$ cat config.mk
export PLATFORM = sky130hd
export DESIGN_NAME = bfr_host_flat
export DESIGN_NICKNAME = d
export VERILOG_FILES = /design/src/verilog/bfr_pkg.sv /design/src/verilog/bfr_if.sv /design/src/verilog/bfr_host.sv /design/src/flat_wrapper.sv
export SDC_FILE = /design/constraint.sdc
export NUM_CORES = 1
export LEC_CHECK = 0
export BUFFER_PORTS_ARGS = -buffer_cell sky130_fd_sc_hd__buf_2
export CAP_MARGIN = 15
export CORE_UTILIZATION = 30
export DETAILED_ROUTE_END_ITERATION = 10
export PLACE_DENSITY = 0.55
export REMOVE_ABC_BUFFERS = 1
export SLEW_MARGIN = 10
export SYNTH_ARGS = -nofsm -noshare
export SYNTH_HDL_FRONTEND = slang
export SYNTH_SLANG_ARGS = --single-unit
$ cat constraint.sdc
create_clock -name pclk -period 2.35 [get_ports pclk]
set_clock_uncertainty 0.15 [all_clocks]
set_input_delay 0.1175 -clock pclk [delete_from_list [all_inputs] [get_ports pclk]]
set_output_delay 0.1175 -clock pclk [all_outputs]
set_load 0.01 [all_outputs]
$ cat src/verilog/bfr_pkg.sv
// package: constants and types shared by the block memory fifo ends
package bfr_pkg;
  localparam int          DATA_W        = 9;
  localparam int          ADDR_W        = 9;
  // register offsets of the host end
  localparam logic [7:0]  OFS_CTRL      = 8'h00;
  localparam logic [7:0]  OFS_STATUS    = 8'h04;
  localparam logic [7:0]  OFS_WDATA     = 8'h08;
  localparam logic [7:0]  OFS_RDATA     = 8'h0c;
  localparam logic [7:0]  OFS_FULL_THR  = 8'h10;
  localparam logic [7:0]  OFS_AF_THR    = 8'h14;
  localparam logic [7:0]  OFS_AE_THR    = 8'h18;
  localparam logic [7:0]  OFS_INT_STAT  = 8'h1c;
  localparam logic [7:0]  OFS_INT_MASK  = 8'h20;
  // control bits and flag positions
  localparam int          CTRL_FIFO_RST = 0;
  localparam int          CTRL_RPTR_RST = 1;
  localparam int          CTRL_DEV_RST  = 2;
  localparam int          FLG_FULL      = 0;
  localparam int          FLG_AFULL     = 1;
  localparam int          FLG_AEMPTY    = 2;
  localparam int          FLG_EMPTY     = 3;
  // values after reset
  localparam logic [31:0] RST_FULL_THR  = 32'h0000_01ff;
  localparam logic [31:0] RST_AF_THR    = 32'h0000_01f0;
  localparam logic [31:0] RST_AE_THR    = 32'h0000_0010;
  localparam logic        RST_EMPTY     = 1'b1;
  localparam logic        RST_AEMPTY    = 1'b1;

  typedef enum logic [1:0] {
    WM_NORMAL     = 2'b00,
    WM_THROUGH    = 2'b01,
    WM_READ_FIRST = 2'b10
  } bfr_write_mode_type;

  typedef enum logic [2:0] {
    ST_IDLE  = 3'b000,
    ST_POP1  = 3'b001,
    ST_POP2  = 3'b010,
    ST_QUIET = 3'b011,
    ST_PULSE = 3'b100,
    ST_HOLD  = 3'b101
  } bfr_host_state_type;
endpackage : bfr_pkg
$ cat src/verilog/bfr_if.sv
// interface: fifo write side, read side, flags, thresholds and resets
`timescale 1ns/10ps
`default_nettype none
interface bfr_if #(
  parameter int DATA_W = bfr_pkg::DATA_W,
  parameter int ADDR_W = bfr_pkg::ADDR_W
);
  logic [DATA_W-1:0] write_data;
  logic              write_side_clock_enable;
  logic              write_strobe;
  logic [DATA_W-1:0] read_data;
  logic              read_side_clock_enable;
  logic              read_strobe;
  logic              full_flag;
  logic              almost_full_flag;
  logic              almost_empty_flag;
  logic              empty_flag;
  logic              port_a_reset;
  logic              port_b_reset;
  logic              device_wide_reset_n;
  logic [ADDR_W-1:0] full_thr;
  logic [ADDR_W-1:0] almost_full_thr;
  logic [ADDR_W-1:0] almost_empty_thr;

  modport device (
    input  write_data, write_side_clock_enable, write_strobe,
    input  read_side_clock_enable, read_strobe,
    input  port_a_reset, port_b_reset, device_wide_reset_n,
    input  full_thr, almost_full_thr, almost_empty_thr,
    output read_data, full_flag, almost_full_flag, almost_empty_flag, empty_flag
  );

  modport host (
    output write_data, write_side_clock_enable, write_strobe,
    output read_side_clock_enable, read_strobe,
    output port_a_reset, port_b_reset, device_wide_reset_n,
    output full_thr, almost_full_thr, almost_empty_thr,
    input  read_data, full_flag, almost_full_flag, almost_empty_flag, empty_flag
  );
endinterface : bfr_if
`default_nettype wire

$ cat src/verilog/bfr_host.sv
// host end: apb register front that drives the fifo and sequences its resets
`timescale 1ns/10ps
`default_nettype none
module bfr_host #(
  parameter int DATA_W = bfr_pkg::DATA_W,
  parameter int ADDR_W = bfr_pkg::ADDR_W
) (
  input  wire logic        pclk,
  input  wire logic        presetn,
  input  wire logic        psel,
  input  wire logic        penable,
  input  wire logic        pwrite,
  input  wire logic [7:0]  paddr,
  input  wire logic [31:0] pwdata,
  output logic      [31:0] prdata,
  output logic             pready,
  output logic             pslverr,
  output logic             irq,
  bfr_if.host              lnk
);

  // ****************************************************************
  // state
  // ****************************************************************
  typedef struct packed {
    bfr_pkg::bfr_host_state_type state;
    logic [2:0]                  seq_sel;
    logic                        ce_w;
    logic                        strobe_w;
    logic [DATA_W-1:0]           wdata;
    logic                        ce_r;
    logic                        strobe_r;
    logic                        rst_a;
    logic                        rst_b;
    logic                        dev_rst;
    logic [ADDR_W-1:0]           full_thr;
    logic [ADDR_W-1:0]           af_thr;
    logic [ADDR_W-1:0]           ae_thr;
    logic [3:0]                  flags_q;
    logic [3:0]                  int_status;
    logic [3:0]                  int_mask;
    logic [31:0]                 prdata;
    logic                        pready;
    logic                        pslverr;
    logic                        irq;
  } bfr_host_regs_type;

  bfr_host_regs_type s;
  bfr_host_regs_type next_s;
  logic [3:0]        flags;
  logic [3:0]        w1c;
  logic              access;

  // ****************************************************************
  // next state
  // ****************************************************************
  always_comb begin
    next_s          = s;
    next_s.ce_w     = 1'b0;
    next_s.strobe_w = 1'b0;
    next_s.ce_r     = 1'b0;
    next_s.strobe_r = 1'b0;
    next_s.pready   = 1'b0;
    next_s.pslverr  = 1'b0;
    w1c             = 4'h0;
    flags           = {lnk.empty_flag, lnk.almost_empty_flag,
                       lnk.almost_full_flag, lnk.full_flag};
    next_s.flags_q  = flags;
    // only idle serves an access; other states add wait cycles
    access          = psel & penable & ~s.pready;
    unique case (s.state)
      bfr_pkg::ST_IDLE: begin
        if (access) begin
          next_s.pready = 1'b1;
          next_s.prdata = 32'h0000_0000;
          if (pwrite) begin
            case (paddr)
              bfr_pkg::OFS_CTRL: begin
                next_s.seq_sel = pwdata[2:0];
                if (|pwdata[2:0]) begin
                  next_s.state = bfr_pkg::ST_QUIET;
                end
              end
              bfr_pkg::OFS_WDATA: begin
                if (lnk.full_flag) begin
                  next_s.pslverr = 1'b1;
                end else begin
                  next_s.ce_w     = 1'b1;
                  next_s.strobe_w = 1'b1;
                  next_s.wdata    = pwdata[DATA_W-1:0];
                end
              end
              bfr_pkg::OFS_FULL_THR: next_s.full_thr   = pwdata[ADDR_W-1:0];
              bfr_pkg::OFS_AF_THR:   next_s.af_thr     = pwdata[ADDR_W-1:0];
              bfr_pkg::OFS_AE_THR:   next_s.ae_thr     = pwdata[ADDR_W-1:0];
              bfr_pkg::OFS_INT_STAT: w1c               = pwdata[3:0];
              bfr_pkg::OFS_INT_MASK: next_s.int_mask   = pwdata[3:0];
              default:               next_s.pslverr    = 1'b1;
            endcase
          end else begin
            case (paddr)
              bfr_pkg::OFS_CTRL:     next_s.prdata[2:0]        = s.seq_sel;
              bfr_pkg::OFS_STATUS:   next_s.prdata[3:0]        = flags;
              bfr_pkg::OFS_FULL_THR: next_s.prdata[ADDR_W-1:0] = s.full_thr;
              bfr_pkg::OFS_AF_THR:   next_s.prdata[ADDR_W-1:0] = s.af_thr;
              bfr_pkg::OFS_AE_THR:   next_s.prdata[ADDR_W-1:0] = s.ae_thr;
              bfr_pkg::OFS_INT_STAT: next_s.prdata[3:0]        = s.int_status;
              bfr_pkg::OFS_INT_MASK: next_s.prdata[3:0]        = s.int_mask;
              bfr_pkg::OFS_RDATA: begin
                if (lnk.empty_flag) begin
                  next_s.pslverr = 1'b1;
                end else begin
                  next_s.pready   = 1'b0;
                  next_s.ce_r     = 1'b1;
                  next_s.strobe_r = 1'b1;
                  next_s.state    = bfr_pkg::ST_POP1;
                end
              end
              default: next_s.pslverr = 1'b1;
            endcase
          end
        end
      end
      // popped word reaches the latch one edge after the strobe
      bfr_pkg::ST_POP1: next_s.state = bfr_pkg::ST_POP2;
      bfr_pkg::ST_POP2: begin
        next_s.prdata              = 32'h0000_0000;
        next_s.prdata[DATA_W-1:0]  = lnk.read_data;
        next_s.pready              = 1'b1;
        next_s.state               = bfr_pkg::ST_IDLE;
      end
      // enables idle one full cycle before any reset rises
      bfr_pkg::ST_QUIET: begin
        next_s.rst_a   = s.seq_sel[bfr_pkg::CTRL_FIFO_RST];
        next_s.rst_b   = s.seq_sel[bfr_pkg::CTRL_RPTR_RST];
        next_s.dev_rst = s.seq_sel[bfr_pkg::CTRL_DEV_RST];
        next_s.state   = bfr_pkg::ST_PULSE;
      end
      bfr_pkg::ST_PULSE: begin
        next_s.rst_a   = 1'b0;
        next_s.rst_b   = 1'b0;
        next_s.dev_rst = 1'b0;
        next_s.state   = bfr_pkg::ST_HOLD;
      end
      // one quiet cycle after release
      bfr_pkg::ST_HOLD: next_s.state = bfr_pkg::ST_IDLE;
      default: next_s.state = bfr_pkg::ST_IDLE;
    endcase
    // a flag edge in the clearing cycle wins over the clear
    next_s.int_status = (s.int_status & ~w1c) | (flags & ~s.flags_q);
    next_s.irq        = |(next_s.int_status & next_s.int_mask);
  end

  always_ff @(posedge pclk or negedge presetn) begin
    if (!presetn) begin
      s          <= '0;
      s.full_thr <= bfr_pkg::RST_FULL_THR[ADDR_W-1:0];
      s.af_thr   <= bfr_pkg::RST_AF_THR[ADDR_W-1:0];
      s.ae_thr   <= bfr_pkg::RST_AE_THR[ADDR_W-1:0];
      s.flags_q  <= {bfr_pkg::RST_EMPTY, bfr_pkg::RST_AEMPTY, 2'b00};
    end else begin
      s <= next_s;
    end
  end

  // ****************************************************************
  // outputs
  // ****************************************************************
  assign prdata = s.prdata;
  assign pready = s.pready;
  assign pslverr = s.pslverr;
  assign irq = s.irq;
  assign lnk.write_data = s.wdata;
  assign lnk.write_side_clock_enable = s.ce_w;
  assign lnk.write_strobe = s.strobe_w;
  assign lnk.read_side_clock_enable = s.ce_r;
  assign lnk.read_strobe = s.strobe_r;
  assign lnk.port_a_reset = s.rst_a;
  assign lnk.port_b_reset = s.rst_b;
  assign lnk.device_wide_reset_n = ~s.dev_rst;
  assign lnk.full_thr = s.full_thr;
  assign lnk.almost_full_thr = s.af_thr;
  assign lnk.almost_empty_thr = s.ae_thr;

endmodule : bfr_host
`default_nettype wire

$ cat src/flat_wrapper.sv
// flat-port wrapper written by rule: the top's interface ports become plain ports
module bfr_host_flat 
#(
  parameter int DATA_W = bfr_pkg::DATA_W,
  parameter int ADDR_W = bfr_pkg::ADDR_W
)
  (pclk, presetn, psel, penable, pwrite, paddr, pwdata, prdata, pready, pslverr, irq, lnk_write_data, lnk_write_side_clock_enable, lnk_write_strobe, lnk_read_side_clock_enable, lnk_read_strobe, lnk_port_a_reset, lnk_port_b_reset, lnk_device_wide_reset_n, lnk_full_thr, lnk_almost_full_thr, lnk_almost_empty_thr, lnk_read_data, lnk_full_flag, lnk_almost_full_flag, lnk_almost_empty_flag, lnk_empty_flag);
  bfr_if #(.DATA_W(DATA_W), .ADDR_W(ADDR_W)) lnk_i ();
  input  wire logic pclk;
  input  wire logic presetn;
  input  wire logic psel;
  input  wire logic penable;
  input  wire logic pwrite;
  input  wire logic [7:0] paddr;
  input  wire logic [31:0] pwdata;
  output logic      [31:0] prdata;
  output logic pready;
  output logic pslverr;
  output logic irq;
  output wire logic [$bits(lnk_i.write_data)-1:0] lnk_write_data;
  output wire logic [$bits(lnk_i.write_side_clock_enable)-1:0] lnk_write_side_clock_enable;
  output wire logic [$bits(lnk_i.write_strobe)-1:0] lnk_write_strobe;
  output wire logic [$bits(lnk_i.read_side_clock_enable)-1:0] lnk_read_side_clock_enable;
  output wire logic [$bits(lnk_i.read_strobe)-1:0] lnk_read_strobe;
  output wire logic [$bits(lnk_i.port_a_reset)-1:0] lnk_port_a_reset;
  output wire logic [$bits(lnk_i.port_b_reset)-1:0] lnk_port_b_reset;
  output wire logic [$bits(lnk_i.device_wide_reset_n)-1:0] lnk_device_wide_reset_n;
  output wire logic [$bits(lnk_i.full_thr)-1:0] lnk_full_thr;
  output wire logic [$bits(lnk_i.almost_full_thr)-1:0] lnk_almost_full_thr;
  output wire logic [$bits(lnk_i.almost_empty_thr)-1:0] lnk_almost_empty_thr;
  input wire logic [$bits(lnk_i.read_data)-1:0] lnk_read_data;
  input wire logic [$bits(lnk_i.full_flag)-1:0] lnk_full_flag;
  input wire logic [$bits(lnk_i.almost_full_flag)-1:0] lnk_almost_full_flag;
  input wire logic [$bits(lnk_i.almost_empty_flag)-1:0] lnk_almost_empty_flag;
  input wire logic [$bits(lnk_i.empty_flag)-1:0] lnk_empty_flag;
  assign lnk_write_data = lnk_i.write_data;
  assign lnk_write_side_clock_enable = lnk_i.write_side_clock_enable;
  assign lnk_write_strobe = lnk_i.write_strobe;
  assign lnk_read_side_clock_enable = lnk_i.read_side_clock_enable;
  assign lnk_read_strobe = lnk_i.read_strobe;
  assign lnk_port_a_reset = lnk_i.port_a_reset;
  assign lnk_port_b_reset = lnk_i.port_b_reset;
  assign lnk_device_wide_reset_n = lnk_i.device_wide_reset_n;
  assign lnk_full_thr = lnk_i.full_thr;
  assign lnk_almost_full_thr = lnk_i.almost_full_thr;
  assign lnk_almost_empty_thr = lnk_i.almost_empty_thr;
  assign lnk_i.read_data = lnk_read_data;
  assign lnk_i.full_flag = lnk_full_flag;
  assign lnk_i.almost_full_flag = lnk_almost_full_flag;
  assign lnk_i.almost_empty_flag = lnk_almost_empty_flag;
  assign lnk_i.empty_flag = lnk_empty_flag;
  bfr_host #(.DATA_W(DATA_W), .ADDR_W(ADDR_W)) u_core (.pclk(pclk), .presetn(presetn), .psel(psel), .penable(penable), .pwrite(pwrite), .paddr(paddr), .pwdata(pwdata), .prdata(prdata), .pready(pready), .pslverr(pslverr), .irq(irq), .lnk(lnk_i));
endmodule
[Yosys cells after proc, flatten, opt, wreduce, memory -nomap -nowiden]
Index checks and enable logic that the tools add are counted.
Word-level totals
  register bits: 96
  bits in read-only memories: 0
  latch bits: 0
  memories: 0
  logic and storage cells: 98
  output and inout port bits: 78
  memory bits (writable): 0
Operators by class
  bitwise gates (word level): 11
  reduce and logical (&&, ||, !) cells: 15
  multiplexer cells: 35
  $mul: 0
  order comparisons: 0
  equality and inequality tests: 17
  shift-type cells: 0
  $add $sub $neg: 0
  divide/modulo/power cells: 0
Operators by type and width (number)
  $pmux 33 s2: 1
  $mux 38: 1
  $eq 8x5->1 const B: 4
  $mux 4: 7
  $mux 11: 2
  $pmux 3 s7: 1
  $mux 19: 1
  $eq 8x4->1 const B: 2
  $reduce_and 4->1: 4
  $pmux 5 s3: 1
  $mux 14: 1
  $mux 13: 1
  $and 4x4->4: 3
  $mux 3: 4
  $pmux 3 s4: 1
  $mux 10: 1
  $reduce_and 5->1: 2
  $ne 3x3->1 const B: 3
  $eq 8x3->1 const B: 1
  $eq 8x6->1 const B: 1
  $logic_not 8->1: 1
  $not 4->4: 2
  $reduce_or 7->1: 1
  $eq 3x2->1 const B: 2
  other kinds (19): 30

[Logic depth before layout (Yosys ltp)]
  word-level depth: 10
  depth in mapped cells: 7

[Worst setup path after synthesis]
Ideal clock, no wire load.
  kind: reg-to-reg
  start: register u_core.s[93] (netlist bit)
  end: register u_core.s (netlist bit u_core.irq)
  data required time: 2.074 ns
  arrival time: 1.753 ns
  cell stages (with the launch flop): 7
  path buffers: 1
  setup slack: 0.321 ns
  cell sequence: dfrtp_1 buf_4 nor4b_4 nand4_2 mux2_1 a22o_1 a221o_1
RTL lines
  start: declaration: line bfr_host.sv:48  | bfr_host_regs_type s;
  start signal: assignment: line bfr_host.sv:162  | s <= next_s;

==> results by group <==
Global route
  • Wire length of the first global-routing pass: 15.17 mm
  • Initial antenna violation count: 0
  • Residual overflow from global routing: 0
  • Maximum number of pins on one net before global-route repair: 27
  • Global-route usage over all layers: 14.99%
  • Number of global-route vias before repair: 2777

Min path
  • Startpoint of the worst hold path: pwdata[1]
  • Worst min-delay path category: in -> reg
  • Hold-critical path endpoint: u_core.lnk.write_data[1]
  • Number of instances on the worst hold path: 2

Layout
  • Top library cells by usage in the layout, fill and taps aside: buf_2 (88), dfrtp_1 (54), conb_1 (23), dlygate4sd3_1 (23), mux2_1 (22)
  • Non-filler cells, final: 615
  • Number of nets at the end of the flow: 496
  • Most common cell after layout, fill and taps aside: buf_2
  • Number of inserted filler cells in the final layout: 1273
  • Post-Route Utilization: 37.27%
  • Antenna diodes: 0
  • Area of all placed cells without fillers: 4742 µm²
  • Layout cells sized above 1: 37.25%
  • Area delta synth->final: 20.59%

STA
  • Hold violation total from the final report: 0
  • Total count of max-transition violations in the final report: 0
  • Final setup violation count: 0
  • Setup repair after global routing missed its margin: false
  • Max transition margin: 61.67%
  • Actual transition at the worst max-transition pin: 574.9 ps
  • Maximum clock frequency: 0.4555 GHz
  • Crit share post-route: 93.43%
  • Final total negative setup slack: 0 ps
  • Min Tclk post-route: 2196 ps

Setup path
  • Worst-path cell chain: dlygate4sd3_1 > clkbuf_4 > nor4b_4 > nand4_1 > a221o_1 > a22o_1 > a221o_1
  • Critical path launch point: pwrite
  • Slowest CP cell: dlygate4sd3_1
  • R2R Setup Slk: 200 ps
  • Critical path peak fanout: 13
  • Data arrival time of the critical path: 2260 ps
  • R2R Path Start: u_core.s[94]
  • FF-to-FF path depth: 5
  • Library cell appearing most often on the critical path: a221o_1
  • Path type of the worst setup path: in -> reg
  • Startpoint types: input port
  • Data required time of the critical path: 2410 ps
  • Worst stage delay on the critical path: 530 ps
  • Worst R2R End: u_core.irq
  • Type of element capturing the critical path: flip-flop

Route
  • First-iteration detailed-routing DRC count: 146
  • Total routed wirelength: 9.687 mm
  • Detailed-route via count: 2827
  • Post-DR wirelength/cell: 15.75 µm
  • First-pass detailed-route iteration total: 6
  • DRC errors left: 0
  • DRT antenna net count: 0
  • Vias per inst: 4.597

Yosys
  • Number of distinct library cells after synthesis: 51
  • Gate count after technology mapping: 360
  • Number of enable flip-flop cells after synthesis: 0
  • Mean cell area of the mapped netlist: 10.92 µm²
  • Prevailing post-synth register cell: dfrtp_1
  • Post-synth ARST share: 100.0%
  • Number of warning messages in the yosys log: 0
  • Number of synthesized register bits: 71
  • Register area share after synthesis: 45.72%
  • Post-synthesis instance area: 3933 µm²

Die
  • Initial Utilization: 30.91%
  • Die Wd: 116.5 µm
  • Height of the die: 116.5 µm
  • Row count: 41
  • Core region area: 12720 µm²
  • Number of placed I/O pins: 136
  • Die Area: 13570 µm²

Status
  • Outcome: complete, no violations

Clocking
  • Clock Tree Buf Depth: 2
  • Clock latency at the later pin of the worst-skew pair: 330 ps
  • Master cell of the clock root buffer: clkbuf_16
  • Buffers inserted by post-CTS timing repair: 0
  • Deepest level of the CTS H-tree: 3
  • Clock-pin slew on the worst setup and hold paths: 60 ps
  • CTS tree: yes
  • Inserted Clock Buffers: 9
  • Sinks on Clock Net: 71

Job
  • Max-cap viol count: 0

Place
  • Cell Count Post-Placement: 576
  • Detailed placer's ending HPWL: 7.390 mm
  • Total of buffers placed on input and output ports: 89
  • Final Wtd Congestion: 0.8214
  • Total placed instance area: 4200 µm²

Pwr
  • Largest voltage drop on the vdd net: 0.3342 mV
  • Leakage power figure: 0.002345 µW
  • Power density over the cells: 604.7 nW/µm²
[how the worst max path moves through the flow]
stage | end | depth (start not counted)
floorplan | u_core.irq | 5
finish | u_core.irq | 7
global route | u_core.irq | 7
CTS | u_core.irq | 7
detailed placement | u_core.irq | 5
global placement | u_core.irq | 5
[state kept, by name, summed over array words and instances, names as in the netlist]
| name | cells |
|---|---|
| u_core.irq | 1 |
| u_core.lnk.almost_empty_thr | 9 |
| u_core.lnk.almost_full_thr | 9 |
| u_core.lnk.full_thr | 9 |
| u_core.lnk.port_a_reset | 1 |
| u_core.lnk.port_b_reset | 1 |
| u_core.lnk.read_side_clock_enable | 1 |
| u_core.lnk.write_data | 9 |
| u_core.lnk.write_side_clock_enable | 1 |
| u_core.prdata | 9 |
| u_core.pready | 1 |
| u_core.pslverr | 1 |
| u_core.s | 19 |
[metrics by stage]
step,hold slack [ps],setup WS [ps],power (µW)
after detailed placement,-2.566,176.8,1476
after CTS,7.457,92.37,2899
final,13.36,154.5,2867
after floorplan,-328.1,335.1,1348
after global routing,19.76,22.04,2986
after global placement,-11.36,182.9,1472
[critical path, delay by kind of cell]
family,cells,cell delay [ps]
compound gates,3,850
buf+inv,2,740
simple gates,2,560
[cell type report]
class,count,area (µm²),share of cell area (%)
clock buffers,11,252.7,5.330
clock inverters,5,56.30,1.187
inverters,10,37.54,0.7916
multi-input cells,217,1577,33.25
flip-flops and latches,71,1798,37.92
well taps,172,215.2,4.538
repair buffers,129,805.8,16.99
[routing by layer]
metal | GRT usage [%] | wire [µm]
met1 | 20.75 | 4558
met2 | 23.04 | 4406
met3 | 4.255 | 602
met4 | 3.590 | 120
met5 | 0 | 0
[kinds of logic after synthesis]
| family | synth area share, % |
|---|---|
| buffers and inverters | 16.29 |
| AND/OR/NAND/NOR | 13.74 |
| flip-flops | 45.72 |
| AO/OA/AOI/OAI | 11.07 |
| multiplexers | 13.08 |
| other | 0.09536 |
[cell usage after synthesis, types with 2 or more instances]
cell | number | area share (%)
buf_1 | 2 | 0.19
clkbuf_1 | 6 | 0.57
and3_1 | 5 | 0.80
mux2_2 | 7 | 2.0
o21ai_1 | 2 | 0.25
a221o_1 | 3 | 0.76
a222oi_1 | 5 | 1.3
nor4_4 | 2 | 1.1
buf_2 | 4 | 0.51
nor3_1 | 7 | 0.89
and3b_1 | 2 | 0.45
nand3b_1 | 4 | 0.76
nor2_1 | 17 | 1.6
mux2_1 | 22 | 6.3
buf_4 | 71 | 14
nand2b_1 | 4 | 0.64
nor2b_1 | 6 | 0.95
mux2i_1 | 3 | 0.76
nand2_1 | 17 | 1.6
o22ai_1 | 8 | 1.3
nand4_1 | 5 | 0.80
a22oi_1 | 3 | 0.57
dfrtp_1 | 54 | 34
mux2_4 | 9 | 3.4
dfstp_2 | 17 | 11
a211o_1 | 2 | 0.45
a21oi_1 | 16 | 2.0
o2bb2ai_1 | 2 | 0.45
inv_1 | 10 | 0.95
nand3_1 | 4 | 0.51
a22o_1 | 4 | 0.89
o21ai_0 | 18 | 2.3
[where the power goes]
group / switching (µW) / total, µW / internal, µW / leakage (µW)
clock: 506 / 1380 / 877 / 0.000152
sequential: 8.68 / 1250 / 1240 / 0.000902
combinational: 139 / 233 / 93.6 / 0.00129
[timing repair]
item	CTS	global route
endpoints found under the setup margin	0	1
endpoints found under the hold margin	60	0
hold buffers	23	0
gates resized for setup	0	1
No activity file was read; power rests on OpenSTA's default activity.
